--- config.mk ---
export PLATFORM = sky130hd
export DESIGN_NAME = board_power_status_logic
export DESIGN_NICKNAME = d
export VERILOG_FILES = /design/src/core/board_power_pkg.sv /design/src/core/status_fifo.sv /design/src/core/board_power_status_logic.sv
export SDC_FILE = /design/constraint.sdc
export NUM_CORES = 1
export LEC_CHECK = 0
export BUFFER_PORTS_ARGS = -buffer_cell sky130_fd_sc_hd__buf_2
export CORE_ASPECT_RATIO = 1.1
export CORE_MARGIN = 1.5
export CORE_UTILIZATION = 30
export DETAILED_ROUTE_END_ITERATION = 8
export SLEW_MARGIN = 0
export SYNTH_ARGS = -nofsm -noshare
export SYNTH_HDL_FRONTEND = slang
export SYNTH_SLANG_ARGS = --single-unit
--- constraint.sdc ---
create_clock -name ref_clk_i -period 4.95 [get_ports ref_clk_i]
set_input_delay 0.495 -clock ref_clk_i [delete_from_list [all_inputs] [get_ports ref_clk_i]]
set_output_delay 0.495 -clock ref_clk_i [all_outputs]
set_load 0.02 [all_outputs]
--- src/core/board_power_pkg.sv ---
// constants, status layout and states for the board power and status logic
package board_power_pkg;

  // ==========================================================
  // clocks and timers
  localparam int unsigned REF_CLK_HZ = 20_000_000;
  localparam int unsigned SUSP_CLK_HZ = 32_000;
  localparam int unsigned TICK_HZ = 500;
  localparam int unsigned SUSP_DIV = SUSP_CLK_HZ / TICK_HZ;
  localparam int unsigned PG_DELAY_MS = 100;
  localparam int unsigned PG_DELAY_TICKS = PG_DELAY_MS * TICK_HZ / 1000;
  localparam int unsigned DEB_TICKS = 4;
  localparam logic [5:0] SUSP_DIV_LAST = 6'(SUSP_DIV - 1);
  localparam logic [5:0] PG_DELAY_LAST = 6'(PG_DELAY_TICKS);
  localparam logic [2:0] DEB_LAST = 3'(DEB_TICKS);

  // ==========================================================
  // utilisation thresholds in percent
  localparam logic [6:0] UTIL_DUAL_LOW = 7'h25;
  localparam logic [6:0] UTIL_DUAL_HIGH = 7'h2D;
  localparam logic [6:0] UTIL_ONE_LOW = 7'h4A;
  localparam logic [6:0] UTIL_ONE_HIGH = 7'h5A;

  // ==========================================================
  // status vector layout, bit 0 leaves first
  localparam int unsigned STAT_W = 27;
  localparam int unsigned FIFO_DEPTH = 8;
  localparam logic [4:0] STAT_LAST = 5'h1A;
  localparam int unsigned ST_CPU_FAIL = 0;
  localparam int unsigned ST_FRU_FAIL = 4;
  localparam int unsigned ST_NONRED = 12;
  localparam int unsigned ST_DIRTY = 13;
  localparam int unsigned ST_PRESENT = 14;
  localparam int unsigned ST_SUP_OK = 16;
  localparam int unsigned ST_SYS_GOOD = 18;
  localparam int unsigned ST_SLOT_GOOD = 19;
  localparam int unsigned ST_THROTTLE = 23;
  localparam int unsigned ST_BREAKER = 24;
  localparam int unsigned ST_LINE = 25;
  localparam int unsigned ST_SUPPLY_OK = 26;
  localparam logic [26:0] STAT_RESET = 27'h0000000;

  // ==========================================================
  // shift engine states, gray along idle, run, done
  typedef enum logic [1:0] {
    SH_IDLE = 2'h0,
    SH_RUN = 2'h1,
    SH_DONE = 2'h3
  } shift_state_e;

endpackage

--- src/core/status_fifo.sv ---
// flip-flop fifo that holds pending status snapshots
`timescale 1ns/100ps
module status_fifo #(
  parameter int unsigned WIDTH = 27,
  parameter int unsigned DEPTH = 8
) (
  // clock and reset
  input wire logic ref_clk_i,
  input wire logic reset_n_i,
  // fill side
  input wire logic in_valid_i,
  output logic in_ready_o,
  input wire logic [WIDTH-1:0] in_data_i,
  // drain side
  output logic out_valid_o,
  input wire logic out_ready_i,
  output logic [WIDTH-1:0] out_data_o
);
  localparam int unsigned AW = $clog2(DEPTH);

  logic [WIDTH-1:0] mem_r [DEPTH];
  logic [AW:0] wr_ptr_r;
  logic [AW:0] rd_ptr_r;
  logic push;
  logic pop;

  // ==========================================================
  // flags; extra pointer bit tells full from empty
  assign out_valid_o = (wr_ptr_r != rd_ptr_r);
  assign in_ready_o = (wr_ptr_r[AW-1:0] != rd_ptr_r[AW-1:0]) || (wr_ptr_r[AW] == rd_ptr_r[AW]);
  assign push = in_valid_i && in_ready_o;
  assign pop = out_valid_o && out_ready_i;
  assign out_data_o = mem_r[rd_ptr_r[AW-1:0]];

  always_ff @(posedge ref_clk_i) begin
    if (push) begin
      mem_r[wr_ptr_r[AW-1:0]] <= in_data_i;
    end
  end

  always_ff @(posedge ref_clk_i or negedge reset_n_i) begin
    if (!reset_n_i) begin
      wr_ptr_r <= '0;
      rd_ptr_r <= '0;
    end else begin
      if (push) begin
        wr_ptr_r <= wr_ptr_r + 1'b1;
      end
      if (pop) begin
        rd_ptr_r <= rd_ptr_r + 1'b1;
      end
    end
  end

endmodule // status_fifo

--- src/core/board_power_status_logic.sv ---
// power sequencing, failure capture, serial status link and slot delays
`timescale 1ns/100ps
module board_power_status_logic (
  // clock and reset
  input wire logic ref_clk_i,
  input wire logic reset_n_i,
  input wire logic suspend_clock_i,
  // supplies and rails
  input wire logic [1:0] supply_present_in_i,
  input wire logic [1:0] supply_ok_in_i,
  input wire logic power_request_i,
  input wire logic rail_1v5_good_i,
  input wire logic term_reg_good_i,
  input wire logic [3:0] socket_occupied_n_i,
  input wire logic [3:0] cpu_reg_good_i,
  input wire logic [7:0] fru_good_i,
  input wire logic [3:0] riser_present_i,
  // slots
  input wire logic [3:0] slot_3v3_good_i,
  input wire logic [3:0] slot_stby_good_i,
  // power budget
  input wire logic breaker_setting_i,
  input wire logic [6:0] utilization_i,
  input wire logic line_range_sense_i,
  input wire logic s5_state_i,
  // status link from the management controller
  input wire logic latch_strobe_i,
  input wire logic shift_clk_i,
  // sequencing outputs
  output logic supply_ok_out_o,
  output logic supply_on_n_o,
  output logic term_reg_enable_o,
  output logic [3:0] cpu_reg_enable_o,
  output logic global_reg_enable_o,
  output logic io_riser_enable_o,
  output logic clock_enable_n_o,
  output logic system_good_out_o,
  // slot outputs
  output logic [3:0] slot_good_o,
  output logic [3:0] slot_iso_enable_o,
  // status outputs
  output logic nonredundant_o,
  output logic cpu_throttle_n_o,
  output logic shift_data_o
);

  // ==========================================================
  // input synchronisers, every pin passes two flops
  localparam int unsigned NSYNC = 48;

  logic [NSYNC-1:0] pins;
  logic [NSYNC-1:0] sync1_r;
  logic [NSYNC-1:0] sync2_r;

  assign pins = {suspend_clock_i, shift_clk_i, latch_strobe_i, s5_state_i,
                 line_range_sense_i, utilization_i, breaker_setting_i,
                 slot_stby_good_i, slot_3v3_good_i, socket_occupied_n_i,
                 riser_present_i, fru_good_i, cpu_reg_good_i, term_reg_good_i,
                 rail_1v5_good_i, power_request_i, supply_ok_in_i,
                 supply_present_in_i};

  genvar gi;
  generate
    for (gi = 0; gi < NSYNC; gi++) begin : g_sync
      always_ff @(posedge ref_clk_i or negedge reset_n_i) begin
        if (!reset_n_i) begin
          sync1_r[gi] <= 1'b0;
          sync2_r[gi] <= 1'b0;
        end else begin
          sync1_r[gi] <= pins[gi];
          sync2_r[gi] <= sync1_r[gi];
        end
      end
    end
  endgenerate

  logic [3:0] sup_raw;
  logic power_req;
  logic rail_1v5;
  logic term_good;
  logic [3:0] cpu_good;
  logic [7:0] fru_good;
  logic [3:0] riser;
  logic [3:0] occ_n;
  logic [3:0] slot_3v3;
  logic [3:0] slot_stby;
  logic breaker_low;
  logic [6:0] util;
  logic line_high;
  logic in_s5;
  logic latch_s;
  logic sclk_s;
  logic susp_s;

  // multi-bit utilisation may tear for one cycle; the threshold only rounds
  assign sup_raw = sync2_r[3:0];
  assign power_req = sync2_r[4];
  assign rail_1v5 = sync2_r[5];
  assign term_good = sync2_r[6];
  assign cpu_good = sync2_r[10:7];
  assign fru_good = sync2_r[18:11];
  assign riser = sync2_r[22:19];
  assign occ_n = sync2_r[26:23];
  assign slot_3v3 = sync2_r[30:27];
  assign slot_stby = sync2_r[34:31];
  assign breaker_low = sync2_r[35];
  assign util = sync2_r[42:36];
  assign line_high = sync2_r[43];
  assign in_s5 = sync2_r[44];
  assign latch_s = sync2_r[45];
  assign sclk_s = sync2_r[46];
  assign susp_s = sync2_r[47];

  // ==========================================================
  // 500 Hz tick from the suspend clock
  logic susp_d_r;
  logic [5:0] div_r;
  logic tick;

  always_ff @(posedge ref_clk_i or negedge reset_n_i) begin
    if (!reset_n_i) begin
      susp_d_r <= 1'b0;
      div_r <= '0;
    end else begin
      susp_d_r <= susp_s;
      if (susp_s && !susp_d_r) begin
        div_r <= (div_r == board_power_pkg::SUSP_DIV_LAST) ? 6'h00 : div_r + 6'h01;
      end
    end
  end

  assign tick = susp_s && !susp_d_r && (div_r == board_power_pkg::SUSP_DIV_LAST);

  // ==========================================================
  // supply debounce: present a/b, ok a/b
  logic [3:0] sup_db_r;
  logic [3:0] sup_cand_r;
  logic [2:0] deb_cnt_r [4];

  generate
    for (gi = 0; gi < 4; gi++) begin : g_deb
      always_ff @(posedge ref_clk_i or negedge reset_n_i) begin
        if (!reset_n_i) begin
          sup_db_r[gi] <= 1'b0;
          sup_cand_r[gi] <= 1'b0;
          deb_cnt_r[gi] <= '0;
        end else if (sup_raw[gi] != sup_cand_r[gi]) begin
          sup_cand_r[gi] <= sup_raw[gi];
          deb_cnt_r[gi] <= '0;
        end else if (tick) begin
          if (deb_cnt_r[gi] == board_power_pkg::DEB_LAST) begin
            sup_db_r[gi] <= sup_cand_r[gi];
          end else begin
            deb_cnt_r[gi] <= deb_cnt_r[gi] + 3'h1;
          end
        end
      end
    end
  endgenerate

  logic [1:0] present;
  logic [1:0] sup_ok;
  logic cpu_present;

  assign present = sup_db_r[1:0];
  assign sup_ok = sup_db_r[3:2];
  assign cpu_present = ~&occ_n;

  // ==========================================================
  // regulator chain
  logic sys_good_int;

  always_ff @(posedge ref_clk_i or negedge reset_n_i) begin
    if (!reset_n_i) begin
      supply_on_n_o <= 1'b1;
      supply_ok_out_o <= 1'b0;
      term_reg_enable_o <= 1'b0;
      cpu_reg_enable_o <= '0;
      global_reg_enable_o <= 1'b0;
      io_riser_enable_o <= 1'b0;
      sys_good_int <= 1'b0;
      clock_enable_n_o <= 1'b1;
    end else begin
      supply_on_n_o <= !(power_req && cpu_present);
      supply_ok_out_o <= &present && &sup_ok;
      term_reg_enable_o <= supply_ok_out_o && rail_1v5;
      cpu_reg_enable_o <= (term_reg_enable_o && term_good) ? ~occ_n : 4'h0;
      global_reg_enable_o <= |cpu_reg_enable_o && term_reg_enable_o && |riser;
      io_riser_enable_o <= |cpu_reg_enable_o && term_reg_enable_o && |riser;
      sys_good_int <= &fru_good;
      clock_enable_n_o <= !(&fru_good);
    end
  end

  // ==========================================================
  // delayed system good
  logic [5:0] sys_cnt_r;

  always_ff @(posedge ref_clk_i or negedge reset_n_i) begin
    if (!reset_n_i) begin
      sys_cnt_r <= '0;
      system_good_out_o <= 1'b0;
    end else if (!sys_good_int) begin
      sys_cnt_r <= '0;
      system_good_out_o <= 1'b0;
    end else if (tick && sys_cnt_r != board_power_pkg::PG_DELAY_LAST) begin
      sys_cnt_r <= sys_cnt_r + 6'h01;
    end else if (sys_cnt_r == board_power_pkg::PG_DELAY_LAST) begin
      system_good_out_o <= 1'b1;
    end
  end

  // ==========================================================
  // hot-plug slot delays, one timer pair per slot
  logic [5:0] slot_cnt_r [4];
  logic [5:0] iso_cnt_r [4];

  generate
    for (gi = 0; gi < 4; gi++) begin : g_slot
      always_ff @(posedge ref_clk_i or negedge reset_n_i) begin
        if (!reset_n_i) begin
          slot_cnt_r[gi] <= '0;
          slot_good_o[gi] <= 1'b0;
        end else if (!slot_3v3[gi]) begin
          slot_cnt_r[gi] <= '0;
          slot_good_o[gi] <= 1'b0;
        end else if (slot_cnt_r[gi] == board_power_pkg::PG_DELAY_LAST) begin
          slot_good_o[gi] <= 1'b1;
        end else if (tick) begin
          slot_cnt_r[gi] <= slot_cnt_r[gi] + 6'h01;
        end
      end

      always_ff @(posedge ref_clk_i or negedge reset_n_i) begin
        if (!reset_n_i) begin
          iso_cnt_r[gi] <= '0;
          slot_iso_enable_o[gi] <= 1'b0;
        end else if (!slot_stby[gi]) begin
          iso_cnt_r[gi] <= '0;
          slot_iso_enable_o[gi] <= 1'b0;
        end else if (iso_cnt_r[gi] == board_power_pkg::PG_DELAY_LAST) begin
          slot_iso_enable_o[gi] <= 1'b1;
        end else if (tick) begin
          iso_cnt_r[gi] <= iso_cnt_r[gi] + 6'h01;
        end
      end
    end
  endgenerate

  // ==========================================================
  // supply non-redundancy and sticky throttle
  logic nonred;

  always_comb begin
    nonred = 1'b0;
    if (&present) begin
      nonred = util >= (breaker_low ? board_power_pkg::UTIL_DUAL_LOW
                                    : board_power_pkg::UTIL_DUAL_HIGH);
    end else if (|present) begin
      nonred = util >= (breaker_low ? board_power_pkg::UTIL_ONE_LOW
                                    : board_power_pkg::UTIL_ONE_HIGH);
    end
  end

  // throttle only lets go on reset, i.e. a power cycle of the board
  always_ff @(posedge ref_clk_i or negedge reset_n_i) begin
    if (!reset_n_i) begin
      nonredundant_o <= 1'b0;
      cpu_throttle_n_o <= 1'b1;
    end else begin
      nonredundant_o <= nonred;
      if (nonred && !line_high) begin
        cpu_throttle_n_o <= 1'b0;
      end
    end
  end

  // ==========================================================
  // failure capture and dirty lock
  logic [3:0] cpu_good_d_r;
  logic [7:0] fru_good_d_r;
  logic [3:0] cpu_fail_r;
  logic [7:0] fru_fail_r;
  logic dirty_r;
  logic [3:0] cpu_fall;
  logic [7:0] fru_fall;
  logic fail_evt;
  logic latch_d_r;
  logic latch_rise;
  logic s5_read;

  assign cpu_fall = cpu_good_d_r & ~cpu_good & cpu_reg_enable_o;
  assign fru_fall = fru_good_d_r & ~fru_good;
  assign fail_evt = |cpu_fall || |fru_fall;
  assign latch_rise = latch_s && !latch_d_r;
  assign s5_read = latch_rise && in_s5;

  always_ff @(posedge ref_clk_i or negedge reset_n_i) begin
    if (!reset_n_i) begin
      cpu_good_d_r <= '0;
      fru_good_d_r <= '0;
      latch_d_r <= 1'b0;
    end else begin
      cpu_good_d_r <= cpu_good;
      fru_good_d_r <= fru_good;
      latch_d_r <= latch_s;
    end
  end

  // a new failure in the clearing cycle wins and relocks the vector
  always_ff @(posedge ref_clk_i or negedge reset_n_i) begin
    if (!reset_n_i) begin
      dirty_r <= 1'b0;
      cpu_fail_r <= '0;
      fru_fail_r <= '0;
    end else if (fail_evt && (!dirty_r || s5_read)) begin
      dirty_r <= 1'b1;
      cpu_fail_r <= cpu_fall;
      fru_fail_r <= fru_fall;
    end else if (s5_read) begin
      dirty_r <= 1'b0;
      cpu_fail_r <= '0;
      fru_fail_r <= '0;
    end
  end

  logic [26:0] live;
  logic [26:0] status_r;

  always_comb begin
    live = board_power_pkg::STAT_RESET;
    live[board_power_pkg::ST_CPU_FAIL +: 4] = cpu_fail_r | cpu_fall;
    live[board_power_pkg::ST_FRU_FAIL +: 8] = fru_fail_r | fru_fall;
    live[board_power_pkg::ST_NONRED] = nonredundant_o;
    live[board_power_pkg::ST_DIRTY] = dirty_r || fail_evt;
    live[board_power_pkg::ST_PRESENT +: 2] = present;
    live[board_power_pkg::ST_SUP_OK +: 2] = sup_ok;
    live[board_power_pkg::ST_SYS_GOOD] = system_good_out_o;
    live[board_power_pkg::ST_SLOT_GOOD +: 4] = slot_good_o;
    live[board_power_pkg::ST_THROTTLE] = !cpu_throttle_n_o;
    live[board_power_pkg::ST_BREAKER] = breaker_low;
    live[board_power_pkg::ST_LINE] = line_high;
    live[board_power_pkg::ST_SUPPLY_OK] = supply_ok_out_o;
  end

  always_ff @(posedge ref_clk_i or negedge reset_n_i) begin
    if (!reset_n_i) begin
      status_r <= board_power_pkg::STAT_RESET;
    end else if (!dirty_r || s5_read) begin
      status_r <= live;
    end
  end

  // ==========================================================
  // snapshot queue: status changes wait here until read out; changes made while it is full collapse into one
  logic [26:0] pushed_r;
  logic fifo_in_ready;
  logic fifo_out_valid;
  logic [26:0] fifo_out_data;
  logic push_valid;
  logic pop;

  assign push_valid = (status_r != pushed_r);

  always_ff @(posedge ref_clk_i or negedge reset_n_i) begin
    if (!reset_n_i) begin
      pushed_r <= board_power_pkg::STAT_RESET;
    end else if (push_valid && fifo_in_ready) begin
      pushed_r <= status_r;
    end
  end

  status_fifo #(
    .WIDTH(board_power_pkg::STAT_W),
    .DEPTH(board_power_pkg::FIFO_DEPTH)
  ) u_fifo (
    .ref_clk_i(ref_clk_i),
    .reset_n_i(reset_n_i),
    .in_valid_i(push_valid),
    .in_ready_o(fifo_in_ready),
    .in_data_i(status_r),
    .out_valid_o(fifo_out_valid),
    .out_ready_i(pop),
    .out_data_o(fifo_out_data)
  );

  // ==========================================================
  // serial status shifter
  board_power_pkg::shift_state_e sh_state_r;
  logic [26:0] shift_r;
  logic [4:0] bit_cnt_r;
  logic sclk_d_r;
  logic sclk_fall;

  assign sclk_fall = !sclk_s && sclk_d_r;
  assign pop = latch_rise && fifo_out_valid;

  always_ff @(posedge ref_clk_i or negedge reset_n_i) begin
    if (!reset_n_i) begin
      sclk_d_r <= 1'b0;
    end else begin
      sclk_d_r <= sclk_s;
    end
  end

  always_ff @(posedge ref_clk_i or negedge reset_n_i) begin
    if (!reset_n_i) begin
      sh_state_r <= board_power_pkg::SH_IDLE;
      shift_r <= board_power_pkg::STAT_RESET;
      bit_cnt_r <= '0;
      shift_data_o <= 1'b0;
    end else if (latch_rise) begin
      sh_state_r <= board_power_pkg::SH_RUN;
      shift_r <= fifo_out_valid ? fifo_out_data : live;
      shift_data_o <= fifo_out_valid ? fifo_out_data[0] : live[0];
      bit_cnt_r <= '0;
    end else begin
      case (sh_state_r)
        board_power_pkg::SH_RUN: begin
          if (sclk_fall) begin
            if (bit_cnt_r == board_power_pkg::STAT_LAST) begin
              sh_state_r <= board_power_pkg::SH_DONE;
              shift_data_o <= 1'b0;
            end else begin
              shift_r <= {1'b0, shift_r[26:1]};
              shift_data_o <= shift_r[1];
              bit_cnt_r <= bit_cnt_r + 5'h01;
            end
          end
        end
        board_power_pkg::SH_DONE: begin
          sh_state_r <= board_power_pkg::SH_IDLE;
        end
        default: begin
          sh_state_r <= board_power_pkg::SH_IDLE;
        end
      endcase
    end
  end

endmodule // board_power_status_logic

== After elaboration in Yosys (flattened, before gate mapping) ==
Memory sizes are Yosys's and may differ from the RTL's.
Index checks and enable logic that the tools add are counted.
Operators by class
  multiplexer cells: 89
  add/subtract/negate cells: 17
  bitwise logic cells: 12
  reductions and logical operators: 66
  equal/unequal tests: 59
  order comparisons: 2
Operators with widths (number)
  two-way mux 6 bit: 27
  two-way mux 27 bit: 5
  adder 6 x 1 -> 6 bit, second input constant: 10
  == test 6 bit, second input constant: 10
  two-way mux 3 bit: 12
  != test 2 x 1 -> 1 bit, second input constant: 18
  AND reduction 2 bit: 17
  two-way mux 1 bit: 30
  != test 2 bit, second input constant: 14
  != test 27 bit: 1
  two-way mux 5 bit: 5
  logical AND 1 bit: 17
  two-way mux 4 bit: 4
  two-way mux 8 bit: 2
  AND reduction 3 bit: 5
  nonzero test 2 bit: 7
  adder 3 x 1 -> 3 bit, second input constant: 4
  == test 3 bit, second input constant: 4
  OR reduction 4 bit: 3
  logical NOT 1 bit: 9
  adder 4 x 1 -> 4 bit, second input constant: 2
  AND 4 bit: 2
  AND 8 bit: 1
  two-way mux 2 bit: 4
  21 further kinds: 32
Storage, ports and cells
  RAM bits: 216
  bits in registers: 322
  logic and storage cells: 398
  memories: 1
  output and inout bits: 22
  input bits: 50
Memories
  u_fifo.mem_r: words 8, width 27, rd ports 1, clocked after memory_dff 0, write ports 1, RTL line status_fifo.sv:21  | logic [WIDTH-1:0] mem_r [DEPTH];

== Logic depth before layout (Yosys ltp) ==
Gate-level depths: netlist of the first run.
  word-level depth: 8
  mapped depth: 9
  depth with buffers taken out: 7

== By module ==
A second synthesis of the first run with hierarchy kept.
Second synthesis, totals
  cell total of the unflattened synthesis: 1380
  area, all modules: 21394.3 um^2
Modules (own cells, without submodules)
  board_power_status_logic: cells each 1010, instances 1, sequential area each 7836.3 um^2, area an instance 12507.0 um^2
  status_fifo: cells each 370, instances 1, sequential area each 6686.4 um^2, area an instance 8887.3 um^2

== Worst setup path before layout of the first run ==
No wires, ideal clock.
  path kind: register to register
  start point: register u_fifo.rd_ptr_r[1]
  end point: memory u_fifo.mem_r[2][0] (enable)
  buffers on the path: 2
  data arrival time: 4097 ps
  clock period less this slack: 4577 ps
  library setup time: 480 ps
  required time: 4470 ps
  stages on the path, launching flop included: 7
  slack: 373 ps
  path through: dfrtp_1 > buf_4 > xor2_1 > nor4_1 > a21oi_2 > clkbuf_1 > nor4bb_1
Between the ends
  longest elaborated chain between the ends: 5
Ends and longest elaborated chain
  from (decl): RTL line status_fifo.sv:23  | logic [AW:0] rd_ptr_r;
  from (signal assigned): RTL line status_fifo.sv:50  | rd_ptr_r <= rd_ptr_r + 1'b1;
  != test 3 bit: RTL line status_fifo.sv:30  | assign in_ready_o = (wr_ptr_r[AW-1:0] != rd_ptr_r[AW-1:0]) || (wr_ptr_r[AW] == rd_ptr_r[AW]);
  logical OR 1 bit: RTL line status_fifo.sv:30
  logical AND 1 bit: RTL line status_fifo.sv:31  | assign push = in_valid_i && in_ready_o;
  two-way mux 1 bit: RTL line status_fifo.sv:36  | if (push) begin
  two-way mux 1 bit (implied by the code): RTL line status_fifo.sv:37  | mem_r[wr_ptr_r[AW-1:0]] <= in_data_i;
  to (decl): RTL line status_fifo.sv:21
Every way passes these cells.

== Final worst setup path of the first run ==
  start point: register status_r[12]
  end point: memory u_fifo.mem_r[4][13] (enable)
Between the ends
  longest elaborated chain between the ends: 4
Ends and longest elaborated chain
  from (decl): RTL line board_power_status_logic.sv:328  | logic [26:0] status_r;
  from (signal assigned): RTL line board_power_status_logic.sv:348  | status_r <= board_power_pkg::STAT_RESET;
  from (signal assigned): RTL line board_power_status_logic.sv:350  | status_r <= live;
  != test 27 bit: RTL line board_power_status_logic.sv:363  | assign push_valid = (status_r != pushed_r);
  logical AND 1 bit: RTL line status_fifo.sv:31
  two-way mux 1 bit: RTL line status_fifo.sv:36
  two-way mux 1 bit (implied by the code): RTL line status_fifo.sv:37
Every way passes these cells.

==> impl_metrics.ini, run 1 <==
[clock_network]
clockBufferDepth = 3
htree_levels = 2
post_cts_resize_count = 0
cts-root-buf = clkbuf_16
postCtsSetupRepairBufs = 0
clock_sinks = 537
cts_hold_buffers = 49
cts_tree = done
cts_made_buffers = 54
clk_pin_slew_ns = 0.06
clock_latency_ns = 0.62

[floorplan]
rows = 101
core_um2 = 69300
dieHeight_um = 281
start_util_pct = 30.4
die_width_um = 255
die_area_um2 = 71700
io_pins = 72

[logic_synthesis]
synthArstFlopShare_pct = 59.8
yosysSeqAreaShare_pct = 69.0
synth_area_leaders = dfrtp_1 38%, edfxtp_1 31%, mux4_2 5.8%
ys_seq_elements = 537
synth_compound_area_share_pct = 4.32
synth_edf_count = 216
avgSynthCellArea_um2 = 15.6
synth_fp_nets = 1431
synth.distinct_cells = 62
synth-xor-area-share_pct = 3.83
ys_warn_count = 0
synthMuxAreaShare_pct = 10.6
synthFlopType = dfrtp_1
postSynthCellCount = 1348
synth.most_common_cell = dfrtp_1
yosys.area_share.simple_pct = 8.27
synth_fa_ha_area_share_pct = 2.01
synth_top_area_share_pct = 37.8
synth_top_area_cell = dfrtp_1
synth_top_family_by_area = multiplexers
syn_area_um2 = 21000
synthTopCellsByCount = 318 x dfrtp_1, 216 x edfxtp_1, 75 x xnor2_1

[critical_path]
critPathKind = reg2reg
worstPathRequired_ns = 5.30
end_kind = register
startpoint_type = register
critPathMaxFanout = 15
critPathArrivalTime_ns = 3.45

[min_path]
hold_class = reg2reg

[drt]
routed_wl_um = 42800
vias_per_cell = 4.59
dr_total_vias = 11282
drtPass1Iterations = 7
drtIter0Drc = 663
wl_per_cell_um = 17.4
drc = 0
final_antenna_net_count = 0

[timing]
max_clock_freq_mhz = 322
finalSetupTns_ns = 0
drv_slew = 0
skew_ns = 0.0267
period_share_pct = 62.7
hold_violations = 0
grt_setup_unrepaired = false
setup_viol = 0
worst_pin_slew_ns = 0.990
period_needed_ns = 3.10
slew_headroom_pct = 33.4

[placed_design]
dp_hpwl_um = 26800
port_buffers = 71
place_congestion = 0.763
dpl_cell_area_um2 = 22500

[finish]
post-route-cell-area_um2 = 24900
drive_gt1_share_pct = 21.3
syn_to_final_growth_pct = 18.1
nNetsFinal = 1573
antenna_cells = 0

[global_route]
first_global_vias = 11845
track_usage_pct = 12.0
overflow = 0
grt_first_pass_wirelength_um = 67500
antenna_found_initial = 2
grt_start_max_net_pins = 119

[power]
vdd_ir_drop_max_uv = 264
pwr_density_cell_nw_per_um2 = 513
leakage_uw = 0.00998

[run_status]
status = finished, final reports clean

[job]
maxCapViolCount = 0
-- logic make-up after synthesis --
group / after synthesis
fa+ha+maj: 34
xor+xnor: 92
flops: 537
simple gates: 318
buf+inv: 86
compound gates: 133
mux: 148
-- through the flow --
| step | hold slack, ns | power (µW) | cells | setup slack (ns) | util, % |
|---|---|---|---|---|---|
| 2_1_floorplan | 0.199 | 7740 | 1348 | 0.373 | - |
| 3_3_place_gp | 0.332 | 8690 | 2312 | 1.87 | 32.6 |
| 3_5_place_dp | 0.336 | 8760 | 2312 | 1.84 | 32.6 |
| 4_1_cts | 0.348 | 12900 | 2460 | 1.85 | 35.9 |
| 5_1_grt | 0.353 | 13300 | 2460 | 1.66 | 35.9 |
| 6_report | 0.345 | 12800 | 2460 | 1.85 | 35.9 |
-- worst paths after layout --
kind	start	to	slack (ns)	depth (start not counted)
worst max-delay path	status_r[12]	u_fifo.mem_r[4][13]	1.85	6
worst min-delay path	sync1_r[41]	sync2_r[41]	0.34	0
worst max register to register	status_r[12]	u_fifo.mem_r[4][13]	1.85	6
worst min register to register	sync1_r[41]	sync2_r[41]	0.34	0
max in group asynchronous	reset_n_i	sync1_r[5]	3.24	3
min in group asynchronous	reset_n_i	iso_cnt_r[8]	0.53	2
-- power breakdown --
part	internal [µW]	switching, µW	total, µW	leakage (µW)
Combinational	1190	1490	2670	0.00313
Clock	2370	1750	4110	0.000886
Sequential	5540	425	5970	0.00597
Total	9100	3660	12800	0.00998
-- sequential cells by signal, summed over array words and instances, names as in the netlist, 5 cells and up --
| signal | cells |
|---|---|
| bit_cnt_r | 5 |
| deb_cnt_r | 12 |
| div_r | 6 |
| fru_fail_r | 8 |
| fru_good | 8 |
| fru_good_d_r | 8 |
| iso_cnt_r | 24 |
| pushed_r | 27 |
| shift_r | 26 |
| slot_cnt_r | 24 |
| status_r | 27 |
| sync1_r | 48 |
| sync2_r | 7 |
| sys_cnt_r | 6 |
| u_fifo.mem_r | 216 |
-- layout by cell type, fill, tap and decap left out, types with 33 or more instances in the layout --
cell / instances
nand2_1: 68
mux4_2: 54
mux2_2: 56
dfrtp_1: 315
and2_1: 41
a21oi_1: 39
edfxtp_1: 216
mux2i_1: 37
nor2_1: 62
xnor2_1: 75
ha_1: 33
buf_2: 70
clkbuf_16: 55
nand4_1: 36
dlygate4sd3_1: 49
-- final cells by class --
class / instances / area [µm²]
Clock buffer: 72 / 1540
Fill cell: 6603 / 44400
Clock inverter: 27 / 278
Timing Repair Buffer: 145 / 1080
Sequential cell: 537 / 14500
Multi-Input combinational cell: 725 / 6160
Tap cell: 927 / 1160
Inverter: 27 / 101
-- critical path: stages, from the launching register on --
cell,delay (ns)
dfrtp_1,0.49
xnor2_1,0.30
nand4_1,0.14
nor4_1,0.86
a21oi_4,0.28
and3_1,0.47
buf_4,0.30
-- routing by layer --
metal / up-vias / global-route usage (%) / share of wire (%)
met1: 5830 / 15.3 / 44
met5: - / 0 / 0
li1: 5200 / - / -
met4: 0 / 3.47 / 2.4
met3: 58 / 2.19 / 4.0
met2: 194 / 20.8 / 50
No activity file was read; power rests on OpenSTA's default activity.
==> run 2: changes to the inputs <==
clock period = 2.64 ns   (was 4.95 ns; I/O delays follow)
==> run 2 against run 1 <==
Against the previous run:
- global-route usage up 0.29 points
- design area up 1.5%
- sequential power up 86%
- clock skew down 0.013 ns
- final cell count up 1.1%
- die area unchanged
- worst setup slack worse by 1.6 ns
==> impl_metrics.ini, run 2 (same netlist as run 1, synthesis figures left out) <==
[finish]
drive_gt1_share_pct = 23.6
largest_reg_flops = 216
nNetsFinal = 1598
final_common_cell = dfrtp_1
syn_to_final_growth_pct = 19.9
antenna_cells = 0
mostFrequentLayoutCells = 302 x dfrtp_1, 216 x edfxtp_1, 75 x xnor2_1

[power]
swShare_pct = 27.9
clockPowerShare_pct = 32.3
p_total_uw = 24300
leakage_uw = 0.0102
switchingPower_uw = 6800
internal_power_uw = 17500
vdd_ir_drop_max_uv = 552
p_comb_share_pct = 22.1
pwr-share-seq_pct = 45.5
pwr_density_cell_nw_per_um2 = 964

[drt]
drtIter0Drc = 718
wl_per_cell_um = 17.5
routed_wl_um = 43600
drc = 0
final_antenna_net_count = 0
dr_total_vias = 11472
vias_per_cell = 4.61
drtPass1Iterations = 5

[critical_path]
critPathKind = reg2reg
critPathArrivalTime_ns = 2.96
reg2reg_depth = 5
startpoint_type = register
worstPathRequired_ns = 3.17
critPathMaxFanout = 10
end_kind = register
r2r_end = shift_r[7]
r2r_slack_ns = 0.21
rr_startpoint = u_fifo.wr_ptr_r[1]

[timing]
setup_viol = 0
skew_ns = 0.0141
hold_violations = 0
max_clock_freq_mhz = 411
finalSetupTns_ns = 0
period_needed_ns = 2.43
drv_slew = 0
period_share_pct = 92.2
slew_headroom_pct = 44.9
grt_setup_unrepaired = false
worst_pin_slew_ns = 0.826

[floorplan]
io_pins = 72
die_width_um = 255
core_um2 = 69300
die_area_um2 = 71700
dieHeight_um = 281
start_util_pct = 30.4
rows = 101

[clock_network]
cts_made_buffers = 53
clockBufferDepth = 3
postCtsSetupRepairBufs = 0
clk_pin_slew_ns = 0.06
cts_tree = done
clock_sinks = 537
cts-root-buf = clkbuf_16
post_cts_resize_count = 0
clock_latency_ns = 0.59
htree_levels = 2

[job]
maxCapViolCount = 0

[run_status]
status = finished, final reports clean

[global_route]
antenna_found_initial = 0
first_global_vias = 12174
grt_start_max_net_pins = 69
overflow = 0
grt_first_pass_wirelength_um = 69500
track_usage_pct = 12.3

[min_path]
hold_class = in2async

[placed_design]
dp_hpwl_um = 28100
port_buffers = 71
place_congestion = 0.768
==> run 2: worst max-delay path: stages, from the launching register on <==
cell and delay (ns):
dfrtp_1 0.52, xor2_2 0.23, or4b_1 0.65, or2_0 0.55
o221ai_2 0.28, o21a_1 0.15
==> run 2: layer usage <==
layer  global-route usage [%]  share of wire [%]
met1                     16.0                 44
met2                     21.1                 50
met3                     2.04                3.8
met5                        0                  0
met4                     3.79                2.6
==> run 2: layout make-up <==
cell class,instances,area (µm²)
fill,6643,44000
inverter,27,101
clock inverter,16,163
sequential,537,14500
timing repair buffer,171,1340
clock buffer,84,1710
multi-input combinational,725,6200
tap,927,1160
==> run 2: worst max path at each step <==
stage	start	to	slack [ns]	depth (start not counted)
6_report	u_fifo.wr_ptr_r[1]	shift_r[7]	0.21	5
5_1_grt	u_fifo.wr_ptr_r[1]	shift_r[4]	0.12	5
3_5_place_dp	u_fifo.wr_ptr_r[1]	shift_r[7]	0.21	5
3_3_place_gp	u_fifo.wr_ptr_r[1]	shift_r[7]	0.28	5
2_1_floorplan	u_fifo.rd_ptr_r[1]	u_fifo.mem_r[1][0]	0.03	6
4_1_cts	u_fifo.wr_ptr_r[1]	shift_r[7]	0.21	5
==> run 2: metrics by stage <==
stage	std cells	hold slack, ns	setup slack, ns	instance area, µm²	utilization, %
finish	2487	0.232	0.207	25200	36.4
global route	2487	0.267	0.122	25200	36.4
detailed placement	2338	0.278	0.214	22900	33.0
CTS	2487	0.237	0.210	25200	36.4
global placement	2338	0.285	0.276	22900	33.0
floorplan	1348	-0.0316	0.0338	21100	-
==> run 2: repair_timing <==
action / 4_1_cts / 5_1_grt
endpoints found under the hold margin: 105 / 0
hold buffers: 49 / 0
endpoints found under the setup margin: 0 / 0
==> run 2: power by group through the flow <==
| stage | registers, µW | logic [µW] | clock network [µW] |
|---|---|---|---|
| after floorplan | 11000 | 3680 | 0 |
| after global placement | 11200 | 5380 | 0 |
| after detailed placement | 11200 | 5440 | 0 |
| after CTS | 11100 | 5520 | 8070 |
| after global routing | 11200 | 5810 | 8400 |
| final | 11100 | 5380 | 7860 |
==> run 3: changes to the inputs <==
CORE_MARGIN = not set   (was 1.5)
==> run 3 against run 2 <==
Against the previous run:
- flip-flop and latch count stayed put
- non-clock buffer count is 20 higher
- core utilization hardly changed
- critical endpoint is now shift_r[19]
==> impl_metrics.ini, run 3 (same netlist as run 1, synthesis figures left out) <==
[run_status]
status = finished, final reports clean

[floorplan]
die_area_um2 = 71200
start_util_pct = 30.4
dieHeight_um = 280
die_width_um = 254
core_um2 = 69300
rows = 101
io_pins = 72

[clock_network]
htree_levels = 2
clk_pin_slew_ns = 0.06
clockBufferDepth = 3
cts_made_buffers = 54
cts_tree = done
post_cts_resize_count = 0
cts-root-buf = clkbuf_16
clock_sinks = 537
clock_latency_ns = 0.60

[finish]
final_common_cell = dfrtp_1
nNetsFinal = 1619
post-route-cell-area_um2 = 25200
antenna_cells = 0
nFillCells = 6616
drive_gt1_share_pct = 23.8
syn_to_final_growth_pct = 20.0
mostFrequentLayoutCells = 302 x dfrtp_1, 216 x edfxtp_1, 75 x xnor2_1
largest_reg_flops = 216

[critical_path]
worstPathRequired_ns = 3.15
startpoint_type = register
crit_slowest_cell = or4b_1
end_kind = register
critPathArrivalTime_ns = 3.08
critPathMaxFanout = 10
crit_path_cell_trace = xor2_2 > or4b_1 > nor2_2 > a22oi_1 > o21ai_1
critPathKind = reg2reg
max_stage_delay_ns = 0.68

[placed_design]
dpl_cell_area_um2 = 23000
dp_hpwl_um = 28800
port_buffers = 71
post-place-ws_ns = 0.108
place_congestion = 0.789

[global_route]
antenna_found_initial = 1
track_usage_pct = 13.0
grt_first_pass_wirelength_um = 71600
first_global_vias = 12463
grt_start_max_net_pins = 77
overflow = 0

[power]
leakage_uw = 0.0102
p_comb_share_pct = 23.5
clockPowerShare_pct = 30.6
vdd_ir_drop_max_uv = 582
pwr-share-seq_pct = 45.9
pwr_density_cell_nw_per_um2 = 950
swShare_pct = 28.5
switchingPower_uw = 6840
internal_power_uw = 17100
p_total_uw = 24000

[drt]
routed_wl_um = 44800
wl_per_cell_um = 17.9
drtPass1Iterations = 5
vias_per_cell = 4.62
dr_total_vias = 11588
drc = 0
drtIter0Drc = 664
final_antenna_net_count = 0

[timing]
period_share_pct = 97.5
setup_slack_ns = 0.0663
worst_pin_slew_ns = 1.03
grt_setup_unrepaired = false
hold_slack_ns = 0.237
drv_slew = 0
skew_ns = 0.0244
finalSetupTns_ns = 0
max_clock_freq_mhz = 389
slew_headroom_pct = 31.3
setup_viol = 0
period_needed_ns = 2.57
hold_violations = 0

[min_path]
hold_class = in2async

[job]
maxCapViolCount = 0
-- run 3: per-stage QoR --
step	std cells	util (%)
2_1_floorplan	1348	-
3_3_place_gp	2358	33.3
3_5_place_dp	2358	33.3
4_1_cts	2508	36.4
5_1_grt	2508	36.4
6_report	2508	36.4
-- run 3: critical path: cells and delay by family (launching register included) --
kind	cells	cell delay [ns]
xor+xnor	1	0.17
simple gates	2	1.32
flops	1	0.50
compound gates	2	0.48
-- run 3: layer usage --
layer	vias up	track usage [%]	part of all wire, %
met5	-	0	0
met4	0	4.16	2.5
met3	64	2.28	4.0
met2	176	22.2	50
met1	6063	16.7	43
li1	5285	-	-
-- run 3: repair_timing --
item,in CTS,in global routing
hold endpoints to repair,108,0
setup buffers,0,0
hold buffers,49,0
-- run 3: path summary, 6_finish.rpt --
check	start	to	slack (ns)	cells past startpoint
worst max-delay path	u_fifo.rd_ptr_r[0]	shift_r[19]	0.07	5
worst min register to register	sync1_r[22]	riser[3]	0.34	0
min in group ref_clk_i	supply_ok_in_i[1]	sync1_r[3]	0.31	2
worst max register to register	u_fifo.rd_ptr_r[0]	shift_r[19]	0.07	5
worst min-delay path	reset_n_i	iso_cnt_r[13]	0.24	2
max in group asynchronous	reset_n_i	slot_iso_enable_o[0]	1.58	3
-- run 3: power groups by stage --
stage          Combinational, µW  Sequential [µW]  Clock (µW)
4_1_cts                     5790            11000        7540
2_1_floorplan               3680            11000           0
3_5_place_dp                5700            11200           0
6_report                    5640            11000        7330
3_3_place_gp                5650            11100           0
5_1_grt                     6090            11100        7860
-- run 3: final cells by class --
cell class | instances | area [µm²] | share of cell area [%]
inverter | 27 | 101 | 0.402
clock buffer | 79 | 1560 | 6.18
clock inverter | 22 | 146 | 0.580
sequential | 537 | 14500 | 57.6
timing repair buffer | 191 | 1530 | 6.05
multi-input combinational | 725 | 6200 | 24.6
tap | 927 | 1160 | 4.60
